--- src/rtl/hms_pkg.sv ---
// Constants, types and method decoding for the homing sequencer.
// Assumes one control clock; all inputs already synchronous to it.
package hms_pkg;

  // ----------------------------------------------------------------
  // Widths and directions
  // ----------------------------------------------------------------
  localparam int METHOD_W = 8;        // Method-select width
  localparam int POS_W = 32;          // Encoder position width
  localparam logic DIR_POS = 1'b1;    // Positive travel
  localparam logic DIR_NEG = 1'b0;    // Negative travel
  localparam logic [31:0] HOME_RESET = 32'h0000_0000; // Latched home at reset

  // ----------------------------------------------------------------
  // Method numbers
  // ----------------------------------------------------------------
  localparam logic [7:0] METHOD_05 = 8'h05;
  localparam logic [7:0] METHOD_06 = 8'h06;
  localparam logic [7:0] METHOD_07 = 8'h07;
  localparam logic [7:0] METHOD_08 = 8'h08;
  localparam logic [7:0] METHOD_09 = 8'h09;
  localparam logic [7:0] METHOD_10 = 8'h0a;
  localparam logic [7:0] METHOD_11 = 8'h0b;
  localparam logic [7:0] METHOD_12 = 8'h0c;
  localparam logic [7:0] METHOD_13 = 8'h0d;
  localparam logic [7:0] METHOD_17 = 8'h11;
  localparam logic [7:0] METHOD_18 = 8'h12;
  localparam logic [7:0] METHOD_19 = 8'h13;
  localparam logic [7:0] METHOD_20 = 8'h14;
  localparam logic [7:0] METHOD_21 = 8'h15;

  // ----------------------------------------------------------------
  // Types
  // ----------------------------------------------------------------
  typedef enum logic [1:0] {hms_src_switch, hms_src_neg_limit,
    hms_src_pos_limit} hms_src_t;     // Which sensor defines the event
  typedef enum logic [1:0] {hms_edge_rise, hms_edge_fall,
    hms_edge_any} hms_edge_t;         // Which transition counts
  typedef enum logic [1:0] {hms_qual_pos, hms_qual_neg,
    hms_qual_any} hms_qual_t;         // Travel direction that counts
  typedef enum logic [1:0] {hms_idle, hms_search,
    hms_creep} hms_state_t;           // Sequencer phase

  // Decoded method description
  typedef struct packed {
    logic supported;      // Method implemented here
    logic dir_inactive;   // Start direction, switch inactive
    logic dir_active;     // Start direction, switch active
    hms_src_t src;        // Event sensor
    hms_edge_t edge_kind; // Event transition
    hms_qual_t qual;      // Event direction qualifier
    logic creep_dir;      // Direction of the low-speed phase
    logic seek_index;     // Home is the next index pulse
  } hms_info_t;

  // ----------------------------------------------------------------
  // Method decode
  // ----------------------------------------------------------------
  function automatic hms_info_t hms_decode(input logic [7:0] m);
    hms_info_t info;
    info = '0;
    case (m)
      // RULE2 method 5 entry
      METHOD_05: info = '{1'b1, DIR_NEG, DIR_POS, hms_src_switch,
        hms_edge_fall, hms_qual_pos, DIR_POS, 1'b1};
      // RULE3 method 6 entry
      METHOD_06: info = '{1'b1, DIR_NEG, DIR_POS, hms_src_switch,
        hms_edge_fall, hms_qual_neg, DIR_NEG, 1'b1};
      // RULE4 method 7 entry
      METHOD_07: info = '{1'b1, DIR_POS, DIR_NEG, hms_src_switch,
        hms_edge_fall, hms_qual_neg, DIR_NEG, 1'b1};
      // RULE5 method 8 entry
      METHOD_08: info = '{1'b1, DIR_POS, DIR_NEG, hms_src_switch,
        hms_edge_rise, hms_qual_pos, DIR_POS, 1'b1};
      // RULE6 method 9 entry
      METHOD_09: info = '{1'b1, DIR_POS, DIR_POS, hms_src_switch,
        hms_edge_rise, hms_qual_neg, DIR_NEG, 1'b1};
      // RULE7 method 10 entry
      METHOD_10: info = '{1'b1, DIR_POS, DIR_POS, hms_src_switch,
        hms_edge_fall, hms_qual_pos, DIR_POS, 1'b1};
      // RULE8 method 11 entry
      METHOD_11: info = '{1'b1, DIR_NEG, DIR_POS, hms_src_switch,
        hms_edge_fall, hms_qual_pos, DIR_POS, 1'b1};
      // RULE9 method 12 entry
      METHOD_12: info = '{1'b1, DIR_NEG, DIR_POS, hms_src_switch,
        hms_edge_rise, hms_qual_any, DIR_NEG, 1'b1};
      // RULE10 method 13 entry
      METHOD_13: info = '{1'b1, DIR_NEG, DIR_NEG, hms_src_switch,
        hms_edge_any, hms_qual_pos, DIR_POS, 1'b1};
      // RULE12 negative limit home
      METHOD_17: info = '{1'b1, DIR_NEG, DIR_NEG, hms_src_neg_limit,
        hms_edge_rise, hms_qual_any, DIR_NEG, 1'b0};
      // RULE13 positive limit home
      METHOD_18: info = '{1'b1, DIR_POS, DIR_POS, hms_src_pos_limit,
        hms_edge_rise, hms_qual_pos, DIR_POS, 1'b0};
      // RULE14 switch edge home
      METHOD_19: info = '{1'b1, DIR_POS, DIR_NEG, hms_src_switch,
        hms_edge_rise, hms_qual_any, DIR_POS, 1'b0};
      // RULE15 switch edge positive
      METHOD_20: info = '{1'b1, DIR_POS, DIR_NEG, hms_src_switch,
        hms_edge_rise, hms_qual_pos, DIR_POS, 1'b0};
      // RULE16 switch edge home
      METHOD_21: info = '{1'b1, DIR_NEG, DIR_POS, hms_src_switch,
        hms_edge_rise, hms_qual_any, DIR_POS, 1'b0};
      default: info = '0;
    endcase
    return info;
  endfunction : hms_decode

endpackage : hms_pkg

--- src/rtl/hms_sense_if.sv ---
// Edge information passed from the sensor edge detector to the sequencer.
// Assumes both ends run on the same control clock.
interface hms_sense_if;
  logic sw_rise;   // Home switch inactive to active
  logic sw_fall;   // Home switch active to inactive
  logic nl_rise;   // Negative limit becomes active
  logic pl_rise;   // Positive limit becomes active
  logic idx_rise;  // Encoder index pulse edge
  modport producer (output sw_rise, sw_fall, nl_rise, pl_rise, idx_rise);
  modport consumer (input sw_rise, sw_fall, nl_rise, pl_rise, idx_rise);
endinterface : hms_sense_if

--- src/rtl/hms_edge_detect.sv ---
// Transition detector for the home switch, both limits and the index.
// Assumes active-high sensor levels synchronous to ref_clk.
module hms_edge_detect
(
  input wire logic ref_clk,
  input wire logic reset,
  input wire logic home_switch,
  input wire logic negative_limit,
  input wire logic positive_limit,
  input wire logic index_pulse,
  hms_sense_if.producer sense
);

  // ----------------------------------------------------------------
  // State
  // ----------------------------------------------------------------
  typedef struct packed {
    logic primed;  // One sample taken since reset
    logic sw;      // Previous home switch
    logic nl;      // Previous negative limit
    logic pl;      // Previous positive limit
    logic idx;     // Previous index
  } hms_edge_state_t;

  hms_edge_state_t st;       // Registered samples
  hms_edge_state_t next_st;  // Next samples

  // Sample all levels each cycle
  always_comb
  begin
    next_st = st;
    next_st.primed = 1'b1;
    next_st.sw = home_switch;
    next_st.nl = negative_limit;
    next_st.pl = positive_limit;
    next_st.idx = index_pulse;
  end

  // Register; reset clears every sample
  always_ff @(posedge ref_clk)
  begin
    if (reset)
      st <= '0;
    else
      st <= next_st;
  end

  // ----------------------------------------------------------------
  // Edges
  // ----------------------------------------------------------------
  // RULE1 separate transition detection
  // Gated until primed, so a sensor already active at reset is no edge
  assign sense.sw_rise = st.primed & home_switch & ~st.sw;
  assign sense.sw_fall = st.primed & ~home_switch & st.sw;
  assign sense.nl_rise = st.primed & negative_limit & ~st.nl;
  assign sense.pl_rise = st.primed & positive_limit & ~st.pl;
  assign sense.idx_rise = st.primed & index_pulse & ~st.idx;

endmodule : hms_edge_detect

--- src/rtl/hms_homing_sequencer.sv ---
// Homing sequencer: method decode, search, creep and home latch.
// Assumes sensor levels and position synchronous to ref_clk, and a
// motion stage that follows motion_enable, move_positive, high_speed.

//
// Function
// RULE1 - Switch and limits give distinct edges
// RULE2 - Method 5: fall positive, creep positive
// RULE3 - Method 6: fall negative, creep negative
// RULE4 - Method 7: fall negative, creep negative
// RULE5 - Method 8: rise positive, creep positive
// RULE6 - Method 9: start positive, rise negative
// RULE7 - Method 10: start positive, fall positive
// RULE8 - Method 11: fall positive, low speed
// RULE9 - Method 12: rise, creep negative to index
// RULE10 - Method 13: start negative, creep positive
// RULE11 - Creep keeps direction until index
// RULE12 - Negative limit edge is home
// RULE13 - Positive limit edge is home
// RULE14 - Method 3 variant: switch rise home
// RULE15 - Method 4 variant: rise positive home
// RULE16 - Method 5 variant: switch rise home
// RULE17 - High speed until switching condition
// RULE18 - Latch position, stop, signal done
module hms_homing_sequencer
#(
  parameter int POS_W = hms_pkg::POS_W
)
(
  input wire logic ref_clk,
  input wire logic reset,
  input wire logic start,
  input wire logic [7:0] method,
  input wire logic home_switch,
  input wire logic negative_limit,
  input wire logic positive_limit,
  input wire logic index_pulse,
  input wire logic [POS_W-1:0] position,
  output logic motion_enable,
  output logic move_positive,
  output logic high_speed,
  output logic homing_busy,
  output logic homing_done,
  output logic homing_error,
  output logic [POS_W-1:0] home_position
);

  // ----------------------------------------------------------------
  // State
  // ----------------------------------------------------------------
  typedef struct packed {
    hms_pkg::hms_state_t state;  // Phase
    hms_pkg::hms_info_t info;    // Active method
    logic motion;                // Drive motion
    logic dir;                   // Travel direction
    logic fast;                  // Search speed selected
    logic busy;                  // Homing in progress
    logic done;                  // One-cycle completion
    logic error;                 // Last request failed
    logic [POS_W-1:0] home;      // Latched home position
  } hms_seq_state_t;

  hms_seq_state_t st;        // Registered state
  hms_seq_state_t next_st;   // Next state
  hms_pkg::hms_info_t start_info;  // Decode of the requested method
  logic hit;                 // Method's switching event this cycle
  logic src_edge;            // Selected sensor edge seen
  logic dir_ok;              // Direction qualifier met
  logic limit_ahead;         // Limit reached in travel direction

  hms_sense_if sense ();     // Edge bundle from the detector

  // ----------------------------------------------------------------
  // Sensor edges
  // ----------------------------------------------------------------
  hms_edge_detect u_edges
  (
    .ref_clk(ref_clk),
    .reset(reset),
    .home_switch(home_switch),
    .negative_limit(negative_limit),
    .positive_limit(positive_limit),
    .index_pulse(index_pulse),
    .sense(sense)
  );

  // ----------------------------------------------------------------
  // Event qualification
  // ----------------------------------------------------------------
  // Pick the defining edge of the active method
  always_comb
  begin
    // RULE2 method 5 decode
    // RULE3 method 6 decode
    // RULE4 method 7 decode
    // RULE5 method 8 decode
    // RULE6 method 9 decode
    // RULE7 method 10 decode
    // RULE8 method 11 decode
    // RULE9 method 12 decode
    // RULE10 method 13 decode
    // RULE12 method 17 decode
    // RULE13 method 18 decode
    // RULE14 method 19 decode
    // RULE15 method 20 decode
    // RULE16 method 21 decode
    start_info = hms_pkg::hms_decode(method);
    src_edge = 1'b0;
    dir_ok = 1'b0;
    // RULE1 edge by sensor
    case (st.info.src)
      hms_pkg::hms_src_neg_limit: src_edge = sense.nl_rise;
      hms_pkg::hms_src_pos_limit: src_edge = sense.pl_rise;
      default:
      begin
        case (st.info.edge_kind)
          hms_pkg::hms_edge_rise: src_edge = sense.sw_rise;
          hms_pkg::hms_edge_fall: src_edge = sense.sw_fall;
          default: src_edge = sense.sw_rise | sense.sw_fall;
        endcase
      end
    endcase
    // Edge counts only in the method's travel direction; hms_qual_any counts it in both
    case (st.info.qual)
      hms_pkg::hms_qual_pos: dir_ok = st.dir == hms_pkg::DIR_POS;
      hms_pkg::hms_qual_neg: dir_ok = st.dir == hms_pkg::DIR_NEG;
      default: dir_ok = 1'b1;
    endcase
    hit = src_edge & dir_ok;
    // Limit in the way; a search turns back, a creep aborts with an error
    limit_ahead = st.dir ? sense.pl_rise : sense.nl_rise;
  end

  // ----------------------------------------------------------------
  // Sequencer
  // ----------------------------------------------------------------
  // Next state; a new supported request restarts homing from any phase
  always_comb
  begin
    next_st = st;
    next_st.done = 1'b0;
    if (start)
    begin
      if (!start_info.supported)
      begin
        // Unknown method: refuse and stay still
        next_st.state = hms_pkg::hms_idle;
        next_st.motion = 1'b0;
        next_st.busy = 1'b0;
        next_st.error = 1'b1;
      end
      else
      begin
        // RULE17 search starts fast
        next_st.state = hms_pkg::hms_search;
        next_st.info = start_info;
        next_st.fast = 1'b1;
        next_st.motion = 1'b1;
        next_st.busy = 1'b1;
        next_st.error = 1'b0;
        // Start direction from the switch level at the request
        next_st.dir = home_switch ? start_info.dir_active :
          start_info.dir_inactive;
      end
    end
    else
    begin
      case (st.state)
        hms_pkg::hms_idle:
        begin
          // Nothing moves while idle
          next_st.motion = 1'b0;
        end
        hms_pkg::hms_search:
        begin
          if (hit && st.info.seek_index)
          begin
            // RULE17 creep only after the event
            next_st.state = hms_pkg::hms_creep;
            next_st.fast = 1'b0;
            next_st.dir = st.info.creep_dir;
          end
          else if (hit)
          begin
            // RULE18 edge defines home
            next_st.state = hms_pkg::hms_idle;
            next_st.home = position;
            next_st.motion = 1'b0;
            next_st.busy = 1'b0;
            next_st.done = 1'b1;
          end
          else if (limit_ahead)
          begin
            // Reverse at a limit so the wanted edge can still come
            next_st.dir = ~st.dir;
          end
        end
        hms_pkg::hms_creep:
        begin
          if (sense.idx_rise)
          begin
            // RULE11 index at creep end
            // RULE18 latch and stop
            next_st.state = hms_pkg::hms_idle;
            next_st.home = position;
            next_st.motion = 1'b0;
            next_st.busy = 1'b0;
            next_st.done = 1'b1;
          end
          else if (limit_ahead)
          begin
            // No index before the limit: abort with error
            next_st.state = hms_pkg::hms_idle;
            next_st.motion = 1'b0;
            next_st.busy = 1'b0;
            next_st.error = 1'b1;
          end
        end
        default:
        begin
          next_st.state = hms_pkg::hms_idle;
          next_st.motion = 1'b0;
        end
      endcase
    end
  end

  // Register; reset leaves the axis stopped with no home known
  always_ff @(posedge ref_clk)
  begin
    if (reset)
    begin
      st <= '0;
      st.home <= POS_W'(hms_pkg::HOME_RESET);
    end
    else
    begin
      st <= next_st;
    end
  end

  // ----------------------------------------------------------------
  // Outputs, all from flip-flops
  // ----------------------------------------------------------------
  assign motion_enable = st.motion;
  assign move_positive = st.dir;
  assign high_speed = st.fast;
  assign homing_busy = st.busy;
  assign homing_done = st.done;
  assign homing_error = st.error;
  assign home_position = st.home;
endmodule : hms_homing_sequencer

--- config.mk ---
export PLATFORM = sky130hd
export DESIGN_NAME = hms_homing_sequencer
export DESIGN_NICKNAME = d
export VERILOG_FILES = /design/src/rtl/hms_pkg.sv /design/src/rtl/hms_sense_if.sv /design/src/rtl/hms_edge_detect.sv /design/src/rtl/hms_homing_sequencer.sv
export SDC_FILE = /design/constraint.sdc
export NUM_CORES = 1
export LEC_CHECK = 0
export BUFFER_PORTS_ARGS = -buffer_cell sky130_fd_sc_hd__clkbuf_2
export CAP_MARGIN = 20
export CORE_MARGIN = 8
export CORE_UTILIZATION = 35
export DETAILED_ROUTE_END_ITERATION = 7
export HOLD_SLACK_MARGIN = 0.12
export SKIP_LAST_GASP = 1
export SLEW_MARGIN = 20
export SYNTH_ARGS = -nofsm -noshare
export SYNTH_HDL_FRONTEND = slang
export SYNTH_SLANG_ARGS = --single-unit
--- constraint.sdc ---
create_clock -name ref_clk -period 2.4 [get_ports ref_clk]
set_input_delay 0.12 -clock ref_clk [delete_from_list [all_inputs] [get_ports ref_clk]]
set_output_delay 0.12 -clock ref_clk [all_outputs]
set_load 0.02 [all_outputs]
==> metrics.cfg, run 1 <==
[routing]
viasPerCell=4.65
dr.pass1.iters=4
routed-via-count=2318
drt_iter0_markers=114
drc=0
drtAntennaViolNets=0
post_drt_wl_per_cell_um=13.5
routed_wl_mm=6.73

[sta]
worstMarginPinSlew_ps=480
period_share=0.904
hold_violations=0
final.setup.tns_ps=0
finalSetupViolCount=0
min_period_ps=2170
slew_viol_final=0
max_freq_ghz=0.461
rsz0062_at_grt=no
skew_ps=10.7
slew_headroom=0.679

[synth]
ys_ff_latch=53
synthTopCellsByCount=dfxtp_1 (53), nor2_1 (41), mux2i_1 (35)
synthesis.area_um2=2790
synth_top_area_cell=dfxtp_1
avgSynthCellArea_um2=9.05
yosysUniqueCellTypes=44
synth_top_area_frac=0.381
synth_area_leaders=dfxtp_1 (38%), mux2i_1 (13%), buf_4 (8.6%), ha_1 (6.7%), nor2_1 (5.5%)
synth_most_common_cell=dfxtp_1
async_flop_share=0
yosysSeqAreaShare=0.381
synth_edf_count=0
synthCells=308
synth.net_count=370
synth_ff_type=dfxtp_1
yosys_warnings=0

[floorplanning]
start_util=0.361
die_h_um=105
num_io_pins=85
core_um2=7730
die_area_um2=11100
num_rows=32
die_w_um=105

[clocking]
clk_pin_slew_ps=100
clk_latency_ps=300
numCtsBuffers=5
cts_root_buf=clkbuf_8
htreeDepth=2
clockBufferDepth=2
tritoncts_num_sinks=53
tritoncts=built

[power_and_ir_drop]
seqPwrFrac=0.557
netSwitchingPower_mw=0.403
power_density_nw_per_um2=454
power_frac_clock=0.313
ir_worst_vdd_mv=0.223
p_comb_frac=0.130
sw_frac_of_total=0.251
p_int_mw=1.20
leakage_nw=1.78

[layout]
nets=457
final_cells=499
syn2layout_area_growth_pct=26.9
layout-drive-gt1-share=0.260
final_area_um2=3540
final_core_util=0.458

[place]
place_area_um2=3080
place_congestion=0.892
portBuffers=84
hpwl_mm=4.98
dpl.cell_count=454

[worst_setup_path]
required_ps=2600
critPathSlowestCell=nor3_2
crit_family=simple AND/OR/NAND/NOR gates
cp-start-kind=flop
cp_slowest_stage_delay_ps=410
worstSetupPathDepth=8
end_kind=flop
crit_fanout=32
path_cells=inv_1 -> ha_1 -> nor3_2 -> a2111oi_4 -> o21ai_4 -> buf_12 -> mux2i_1 -> nor2_1
path_buf_inv=2
path_class=reg -> reg
crit_arrival_ps=2370
reg2reg_depth=8

[global_routing]
antenna_found_initial=1
grt_pass1_vias=2301
grt_max_degree=33
overflow=0
grt_pass1_wl_mm=11.2
track_usage=0.119

[min_path]
whs_path_depth=4
hp-class=in -> reg

[flow_run]
cap_viol_max_count=0

[outcome]
status=complete, no violations

==> layout by cell type (no fill, tap or decap), types with 3 or more instances in the layout <==
cell	instances
clkbuf_8	5
mux2i_1	35
o22ai_1	4
dfxtp_1	53
o21ai_0	5
o21a_1	4
buf_4	5
or3_1	4
ha_1	15
nand3_1	5
inv_1	15
a21oi_1	18
a22oi_1	3
xor2_1	3
nor2b_1	7
dlygate4sd3_1	36
nor2_1	41
nand2_1	15
nor3_1	8
clkbuf_2	84
==> logic make-up after synthesis <==
logic type               count (synthesis)  share of synthesized area
flip-flops                              53                      0.381
XOR/XNOR                                 3                    0.00943
AND/OR/NAND/NOR                         88                      0.147
multiplexers                            36                      0.130
buffers and inverters                   61                      0.134
AO/OA/AOI/OAI                           52                      0.132
adder cells (fa/ha/maj)                 15                     0.0674
==> timing repair <==
item,CTS,global route
endpoints found under the hold margin,36,0
setup endpoints to repair,0,0
setup buffers,0,0
gates resized for setup,0,0
hold buffers,36,0
==> area by class of cell <==
type,instances,area [µm²]
flip-flops and latches,53,1060
diodes,1,2.50
fillers,747,4190
clock inverters,3,22.5
multi-input cells,194,1360
repair buffers,126,838
inverters,15,56.3
well taps,102,128
clock buffers,5,68.8
==> final timing paths <==
kind | start | end | slack [ps]
max | st[44]$_SDFFE_PP0P_ | home_position[17]$_SDFFE_PP0P_ | 230
max reg2reg | st[44]$_SDFFE_PP0P_ | home_position[17]$_SDFFE_PP0P_ | 230
min | method[5] | st[39]$_SDFFE_PP0P_ | 130
min reg2reg | st[39]$_SDFFE_PP0P_ | st[39]$_SDFFE_PP0P_ | 470
==> routing by layer <==
layer | track usage | vias up | share of wire
met3 | 0.0298 | 13 | 0.048
met4 | 0.0479 | 0 | 0.026
met1 | 0.143 | 1057 | 0.44
met2 | 0.199 | 54 | 0.49
met5 | 0 | - | 0
li1 | - | 1194 | -
==> sequential cells by signal (all words and copies together) (netlist names) <==
register       cells
home_position     32
st                10
u_edges.st         5
high_speed         1
homing_busy        1
homing_done        1
homing_error       1
motion_enable      1
move_positive      1
==> metrics by stage <==
stage / total power [mW] / setup slack, ps / hold slack [ps]
6_report: 1.61 / 231 / 133
5_1_grt: 1.69 / 111 / 129
4_1_cts: 1.63 / 230 / 124
3_5_place_dp: 1.08 / 216 / 357
3_3_place_gp: 1.07 / 201 / 350
2_1_floorplan: 1.01 / 355 / 199
==> worst min-delay path: cells and delay by family <==
kind	cells	cell delay, ps
buffers and inverters	1	80
AOI/OAI and AO/OA	1	50
and+or+nand+nor	2	140
==> power by group through the flow <==
stage	logic (mW)	registers, mW	clock network (mW)
floorplan	0.0922	0.917	0
global placement	0.159	0.916	0
detailed placement	0.160	0.916	0
CTS	0.208	0.896	0.529
global route	0.231	0.897	0.566
finish	0.208	0.896	0.503
(Power assumes the default switching activity.)
==> run 2: changes to the inputs <==
--- a/config.mk
+++ b/config.mk
@@ -16,3 +16,4 @@
 export SYNTH_ARGS = -nofsm -noshare
 export SYNTH_HDL_FRONTEND = slang
+export SYNTH_HIERARCHICAL = 1
 export SYNTH_SLANG_ARGS = --single-unit
==> constraint.sdc (replaced) <==
create_clock -name ref_clk -period 2.4 [get_ports ref_clk]
set_input_delay 0.24 -clock ref_clk [delete_from_list [all_inputs] [get_ports ref_clk]]
set_output_delay 0.24 -clock ref_clk [all_outputs]
set_load 0.02 [all_outputs]
==> metrics.cfg, run 2 <==
[place]
place_congestion=0.819  ; was 0.892
portBuffers=84  ; unchanged
place_area_um2=3400  ; was 3080 µm²
hpwl_mm=5.39  ; was 4.98 mm

[synth]
synth_edf_count=0  ; unchanged
synth_most_common_cell=nand2b_1  ; was dfxtp_1
synth_top_area_cell=dfxtp_1  ; unchanged
synth_area_leaders=dfxtp_1 (34%), nand2b_1 (13%), mux2i_1 (11%), buf_4 (7.7%), ha_1 (6.0%)  ; was dfxtp_1 (38%), mux2i_1 (13%), buf_4 (8.6%), ha_1 (6.7%), nor2_1 (5.5%)
yosysSeqAreaShare=0.339  ; was 0.381
synth_ff_type=dfxtp_1  ; unchanged
avgSynthCellArea_um2=9.05  ; about the same
synth.net_count=408  ; was 370
async_flop_share=0  ; unchanged
yosys_warnings=6  ; was 0
synthCells=346  ; was 308
synthesis.area_um2=3130  ; was 2790 µm²
synth_top_area_frac=0.339  ; was 0.381
synthTopCellsByCount=nand2b_1 (66), dfxtp_1 (53), mux2i_1 (35)  ; was dfxtp_1 (53), nor2_1 (41), mux2i_1 (35)
ys_ff_latch=53  ; unchanged
yosysUniqueCellTypes=50  ; was 44

[worst_setup_path]
path_cells=inv_1 -> ha_1 -> nor2b_1 -> a22oi_2 -> nand3_4 -> a2111oi_4 -> buf_4 -> buf_8 -> mux2i_1  ; was inv_1 -> ha_1 -> nor3_2 -> a2111oi_4 -> o21ai_4 -> buf_12 -> mux2i_1 -> nor2_1
r2r_end=home_position[20]$_SDFFE_PP0P_  ; was home_position[17]$_SDFFE_PP0P_
reg2reg_depth=9  ; was 8
cp_slowest_stage_delay_ps=360  ; was 410 ps
critPathSlowestCell=dfxtp_1  ; was nor3_2
crit_arrival_ps=2460  ; was 2370 ps
required_ps=2640  ; was 2600 ps
crit-reg2reg-launch=st[44]$_SDFFE_PP0P_  ; unchanged
cp-start-kind=flop  ; unchanged
crit_family=compound AO/OA/AOI/OAI gates  ; was simple AND/OR/NAND/NOR gates
path_buf_inv=3  ; was 2
end_kind=flop  ; unchanged
crit_fanout=18  ; was 32
r2r_slack_ps=180  ; was 230 ps
path_class=reg -> reg  ; unchanged

[layout]
antenna_cells=0  ; was 1
fillers=897  ; was 747
layout_commonest_cell=clkbuf_2  ; unchanged
syn2layout_area_growth_pct=13.1  ; was 26.9%
largest_reg_flops=32  ; unchanged
final_area_um2=3540  ; about the same
final_core_util=0.406  ; was 0.458
final_cell_mix=clkbuf_2 (84), nand2b_1 (66), dfxtp_1 (53)  ; was clkbuf_2 (84), dfxtp_1 (53), nor2_1 (41)
layout-drive-gt1-share=0.276  ; was 0.260
nets=456  ; was 457

[floorplanning]
num_rows=34  ; was 32
num_io_pins=85  ; unchanged
core_um2=8720  ; was 7730 µm²
start_util=0.359  ; was 0.361
die_w_um=111  ; was 105 µm
die_area_um2=12200  ; was 11100 µm²
die_h_um=111  ; was 105 µm

[sta]
slew_headroom=0.371  ; was 0.679
rsz0062_at_grt=no  ; unchanged
hold_violations=0  ; unchanged
period_share=0.925  ; was 0.904
slew_viol_final=0  ; unchanged
finalSetupViolCount=0  ; unchanged
final.setup.tns_ps=0  ; unchanged
skew_ps=4.76  ; was 10.7 ps
min_period_ps=2220  ; was 2170 ps
worstMarginPinSlew_ps=943  ; was 480 ps
max_freq_ghz=0.450  ; was 0.461 GHz

[global_routing]
antenna_found_initial=0  ; was 1
grt_max_degree=70  ; was 33
track_usage=0.115  ; was 0.119
grt_pass1_wl_mm=12.0  ; was 11.2 mm
overflow=0  ; unchanged
grt_pass1_vias=2514  ; was 2301

[clocking]
clk_pin_slew_ps=90  ; was 100 ps
clockBufferDepth=2  ; unchanged
ctsHoldBuffers=0  ; was 36
tritoncts_num_sinks=53  ; unchanged
tritoncts=built  ; unchanged
clk_latency_ps=300  ; about the same
cts_root_buf=clkbuf_8  ; unchanged
numCtsBuffers=5  ; unchanged
htreeDepth=2  ; unchanged

[power_and_ir_drop]
power_density_nw_per_um2=488  ; was 454 nW/µm²
p_comb_frac=0.115  ; was 0.130
ir_worst_vdd_mv=0.219  ; was 0.223 mV
sw_frac_of_total=0.235  ; was 0.251
p_int_mw=1.32  ; was 1.20 mW
netSwitchingPower_mw=0.407  ; was 0.403 mW
power_frac_clock=0.368  ; was 0.313
leakage_nw=1.43  ; was 1.78 nW
seqPwrFrac=0.517  ; was 0.557

[routing]
drc=0  ; unchanged
post_drt_wl_per_cell_um=14.0  ; was 13.5 µm
viasPerCell=4.82  ; was 4.65
routed_wl_mm=7.05  ; was 6.73 mm
drtAntennaViolNets=0  ; unchanged
dr.pass1.iters=4  ; unchanged
drt_iter0_markers=162  ; was 114
routed-via-count=2424  ; was 2318

[min_path]
min_from=index_pulse  ; was method[5]
hp-class=in -> reg  ; unchanged
worstHoldEndpoint=u_edges/st[0]$_SDFF_PP0_  ; was st[39]$_SDFFE_PP0P_
whs_path_depth=2  ; was 4

[outcome]
status=complete, no violations  ; unchanged

[flow_run]
cap_viol_max_count=0  ; unchanged

-- run 2: power groups by stage --
stage	sequential (mW)	combinational (mW)	clock [mW]
2_1_floorplan	0.917	0.125	0
3_3_place_gp	0.916	0.196	0
3_5_place_dp	0.916	0.199	0
4_1_cts	0.895	0.200	0.660
5_1_grt	0.897	0.224	0.695
6_report	0.895	0.199	0.636
-- run 2: worst max path at each step --
stage | start | to | cells past startpoint
after floorplan | st[44]$_SDFFE_PP0P_ | home_position[0]$_SDFFE_PP0P_ | 8
after global placement | st[44]$_SDFFE_PP0P_ | home_position[18]$_SDFFE_PP0P_ | 8
after detailed placement | st[44]$_SDFFE_PP0P_ | home_position[20]$_SDFFE_PP0P_ | 8
after CTS | st[44]$_SDFFE_PP0P_ | home_position[20]$_SDFFE_PP0P_ | 8
after global routing | st[44]$_SDFFE_PP0P_ | home_position[20]$_SDFFE_PP0P_ | 9
final | st[44]$_SDFFE_PP0P_ | home_position[20]$_SDFFE_PP0P_ | 9
-- run 2: kinds of logic after synthesis --
logic type,count (synthesis),share of synthesized area
buf+inv,62,0.121
compound gates,47,0.107
simple gates,131,0.252
flops,53,0.339
xor+xnor,1,0.00280
fa+ha+maj,15,0.0599
mux,37,0.119
-- run 2: stage by stage --
step	worst slack, ps	power (mW)	hold slack [ps]	instances
3_5_place_dp	105	1.12	461	493
2_1_floorplan	184	1.04	297	346
5_1_grt	16.3	1.82	154	503
4_1_cts	66.8	1.76	153	501
6_report	180	1.73	166	503
3_3_place_gp	174	1.11	457	493
-- run 2: per-layer routing --
metal	vias to the layer above	routed length (µm)	global-route usage
li1	1233	-	-
met1	1118	3230	0.140
met2	65	3330	0.187
met3	8	415	0.0352
met4	0	78	0.0369
met5	-	0	0
-- run 2: layout make-up --
cell class | count | area (µm²) | share of cell area
clock buffers | 6 | 82.6 | 0.0233
clock inverters | 2 | 37.5 | 0.0106
inverters | 11 | 41.3 | 0.0117
multi-input cells | 231 | 1690 | 0.478
flip-flops and latches | 53 | 1060 | 0.299
well taps | 108 | 135 | 0.0381
repair buffers | 92 | 492 | 0.139
-- run 2: repair_timing --
item	4_1_cts	5_1_grt
setup buffers	0	1
endpoints found under the hold margin	0	0
resized for setup	0	5
endpoints found under the setup margin	0	31
-- run 2: worst reg2reg max path, stage by stage, from the launching register on --
cell       delay (ps)
dfxtp_1           360
inv_1              50
ha_1              340
nor2b_1           170
a22oi_2           230
nand3_4           110
a2111oi_4         280
buf_4             190
buf_8             210
mux2i_1           220
==> run 3: changes to the inputs <==
- CTS_CLUSTER_DIAMETER: unset -> 30
- PLACE_DENSITY: unset -> 0.57
==> metrics.cfg, run 3 (synthesis results as in run 2) <==
[clocking]
htreeDepth=2  ; unchanged
clk_pin_slew_ps=100  ; was 90 ps
ctsHoldBuffers=0  ; unchanged
tritoncts=built  ; unchanged
clockBufferDepth=2  ; unchanged
cts_root_buf=clkbuf_8  ; unchanged
clk_latency_ps=300  ; about the same
numCtsBuffers=5  ; unchanged
tritoncts_num_sinks=53  ; unchanged

[routing]
viasPerCell=4.76  ; was 4.82
drt_iter0_markers=109  ; was 162
drtAntennaViolNets=0  ; unchanged
drc=0  ; unchanged
dr.pass1.iters=4  ; unchanged
routed-via-count=2410  ; was 2424
post_drt_wl_per_cell_um=14.4  ; was 14.0 µm
routed_wl_mm=7.28  ; was 7.05 mm

[worst_setup_path]
crit_arrival_ps=2520  ; was 2460 ps
crit_fanout=8  ; was 18
required_ps=2630  ; was 2640 ps
crit-reg2reg-launch=st[44]$_SDFFE_PP0P_  ; unchanged
path_class=reg -> reg  ; unchanged
end_kind=flop  ; unchanged
cp-start-kind=flop  ; unchanged
startpoint=st[44]$_SDFFE_PP0P_  ; unchanged

[global_routing]
grt_max_degree=70  ; unchanged
antenna_found_initial=0  ; unchanged
gr-usage-met2=0.190  ; was 0.187
use_met3=0.0330  ; was 0.0352
use_met1=0.138  ; was 0.140
track_usage=0.114  ; was 0.115
top_usage_layer=met2  ; unchanged
grt_pass1_vias=2465  ; was 2514
overflow=0  ; unchanged
grt_pass1_wl_mm=12.0  ; about the same

[layout]
largest_reg_flops=32  ; unchanged
nets=459  ; was 456
final_cell_mix=clkbuf_2 (84), nand2b_1 (66), dfxtp_1 (52)  ; was clkbuf_2 (84), nand2b_1 (66), dfxtp_1 (53)
layout-drive-gt1-share=0.281  ; was 0.276
syn2layout_area_growth_pct=13.7  ; was 13.1%
final_cells=506  ; was 503
antenna_cells=0  ; unchanged
layout_commonest_cell=clkbuf_2  ; unchanged

[place]
place_congestion=0.817  ; was 0.819
dp_slack_ps=139  ; was 105 ps
portBuffers=84  ; unchanged
hpwl_mm=5.32  ; was 5.39 mm
dpl.cell_count=493  ; unchanged

[sta]
min_period_ps=2290  ; was 2220 ps
setup_ws_ps=107  ; was 180 ps
finalSetupViolCount=0  ; unchanged
slew_headroom=0.687  ; was 0.371
worstMarginPinSlew_ps=467  ; was 943 ps
hold_violations=0  ; unchanged
period_share=0.955  ; was 0.925
max_freq_ghz=0.436  ; was 0.450 GHz
skew_ps=8.65  ; was 4.76 ps
slew_viol_final=0  ; unchanged
whs_ps=159  ; was 166 ps

[power_and_ir_drop]
power_frac_clock=0.316  ; was 0.368
netSwitchingPower_mw=0.411  ; was 0.407 mW
p_int_mw=1.19  ; was 1.32 mW
sw_frac_of_total=0.256  ; was 0.235
p_comb_frac=0.126  ; was 0.115
seqPwrFrac=0.558  ; was 0.517
power_density_nw_per_um2=450  ; was 488 nW/µm²
ir_worst_vdd_mv=0.255  ; was 0.219 mV
leakage_nw=1.43  ; about the same

[floorplanning]
die_w_um=111  ; unchanged
die_h_um=111  ; unchanged
core_um2=8720  ; unchanged
num_io_pins=85  ; unchanged
die_area_um2=12200  ; unchanged
num_rows=34  ; unchanged
start_util=0.359  ; unchanged

[min_path]
min_from=positive_limit  ; was index_pulse
hp-class=in -> reg  ; unchanged

[outcome]
status=complete, no violations  ; unchanged

[flow_run]
cap_viol_max_count=0  ; unchanged

## run 3: worst paths after layout
path | to | slack (ps) | depth (start not counted)
max | home_position[31]$_SDFFE_PP0P_ | 110 | 9
min | u_edges/st[1]$_SDFF_PP0_ | 160 | 2
max reg2reg | home_position[31]$_SDFFE_PP0P_ | 110 | 9
min reg2reg | motion_enable$_SDFFE_PP0P_ | 470 | 2
## run 3: what timing repair did
item                       4_1_cts  5_1_grt
gates resized for setup          0        3
hold endpoints to repair         0        0
setup endpoints to repair        0        2
buffers inserted                 0        2
## run 3: per-layer routing
layer | vias up | share of wire
met5 | - | 0
met4 | 0 | 0.011
met3 | 6 | 0.049
met2 | 56 | 0.48
met1 | 1106 | 0.46
li1 | 1242 | -
## run 3: cell type report
class | count | area (µm²)
clock buffers | 6 | 72.6
multi-input cells | 231 | 1690
fillers | 900 | 5160
flip-flops and latches | 53 | 1060
repair buffers | 95 | 541
clock inverters | 2 | 15.0
well taps | 108 | 135
inverters | 11 | 41.3
## run 3: power by group through the flow
stage / sequential, mW / clock (mW) / combinational, mW
2_1_floorplan: 0.917 / 0 / 0.125
3_3_place_gp: 0.916 / 0 / 0.200
3_5_place_dp: 0.916 / 0 / 0.203
4_1_cts: 0.896 / 0.532 / 0.204
5_1_grt: 0.898 / 0.571 / 0.228
6_report: 0.895 / 0.506 / 0.203
## run 3: stage by stage
stage | setup TNS [ps] | utilization | area (µm²) | power, mW
floorplan | 0 | - | 3130 | 1.04
detailed placement | 0 | 0.392 | 3420 | 1.12
finish | 0 | 0.408 | 3560 | 1.60
global placement | 0 | 0.392 | 3420 | 1.12
global route | -153 | 0.408 | 3560 | 1.70
CTS | 0 | 0.402 | 3510 | 1.63
## run 3: critical path, cell delays in order, from the launching register on
cell and delay (ps):
dfxtp_2 350, inv_1 40, ha_1 340, nor2b_1 170, a22oi_2 200, nand3_4 110
a2111oi_4 450, buf_4 210, buf_6 150, mux2i_1 190
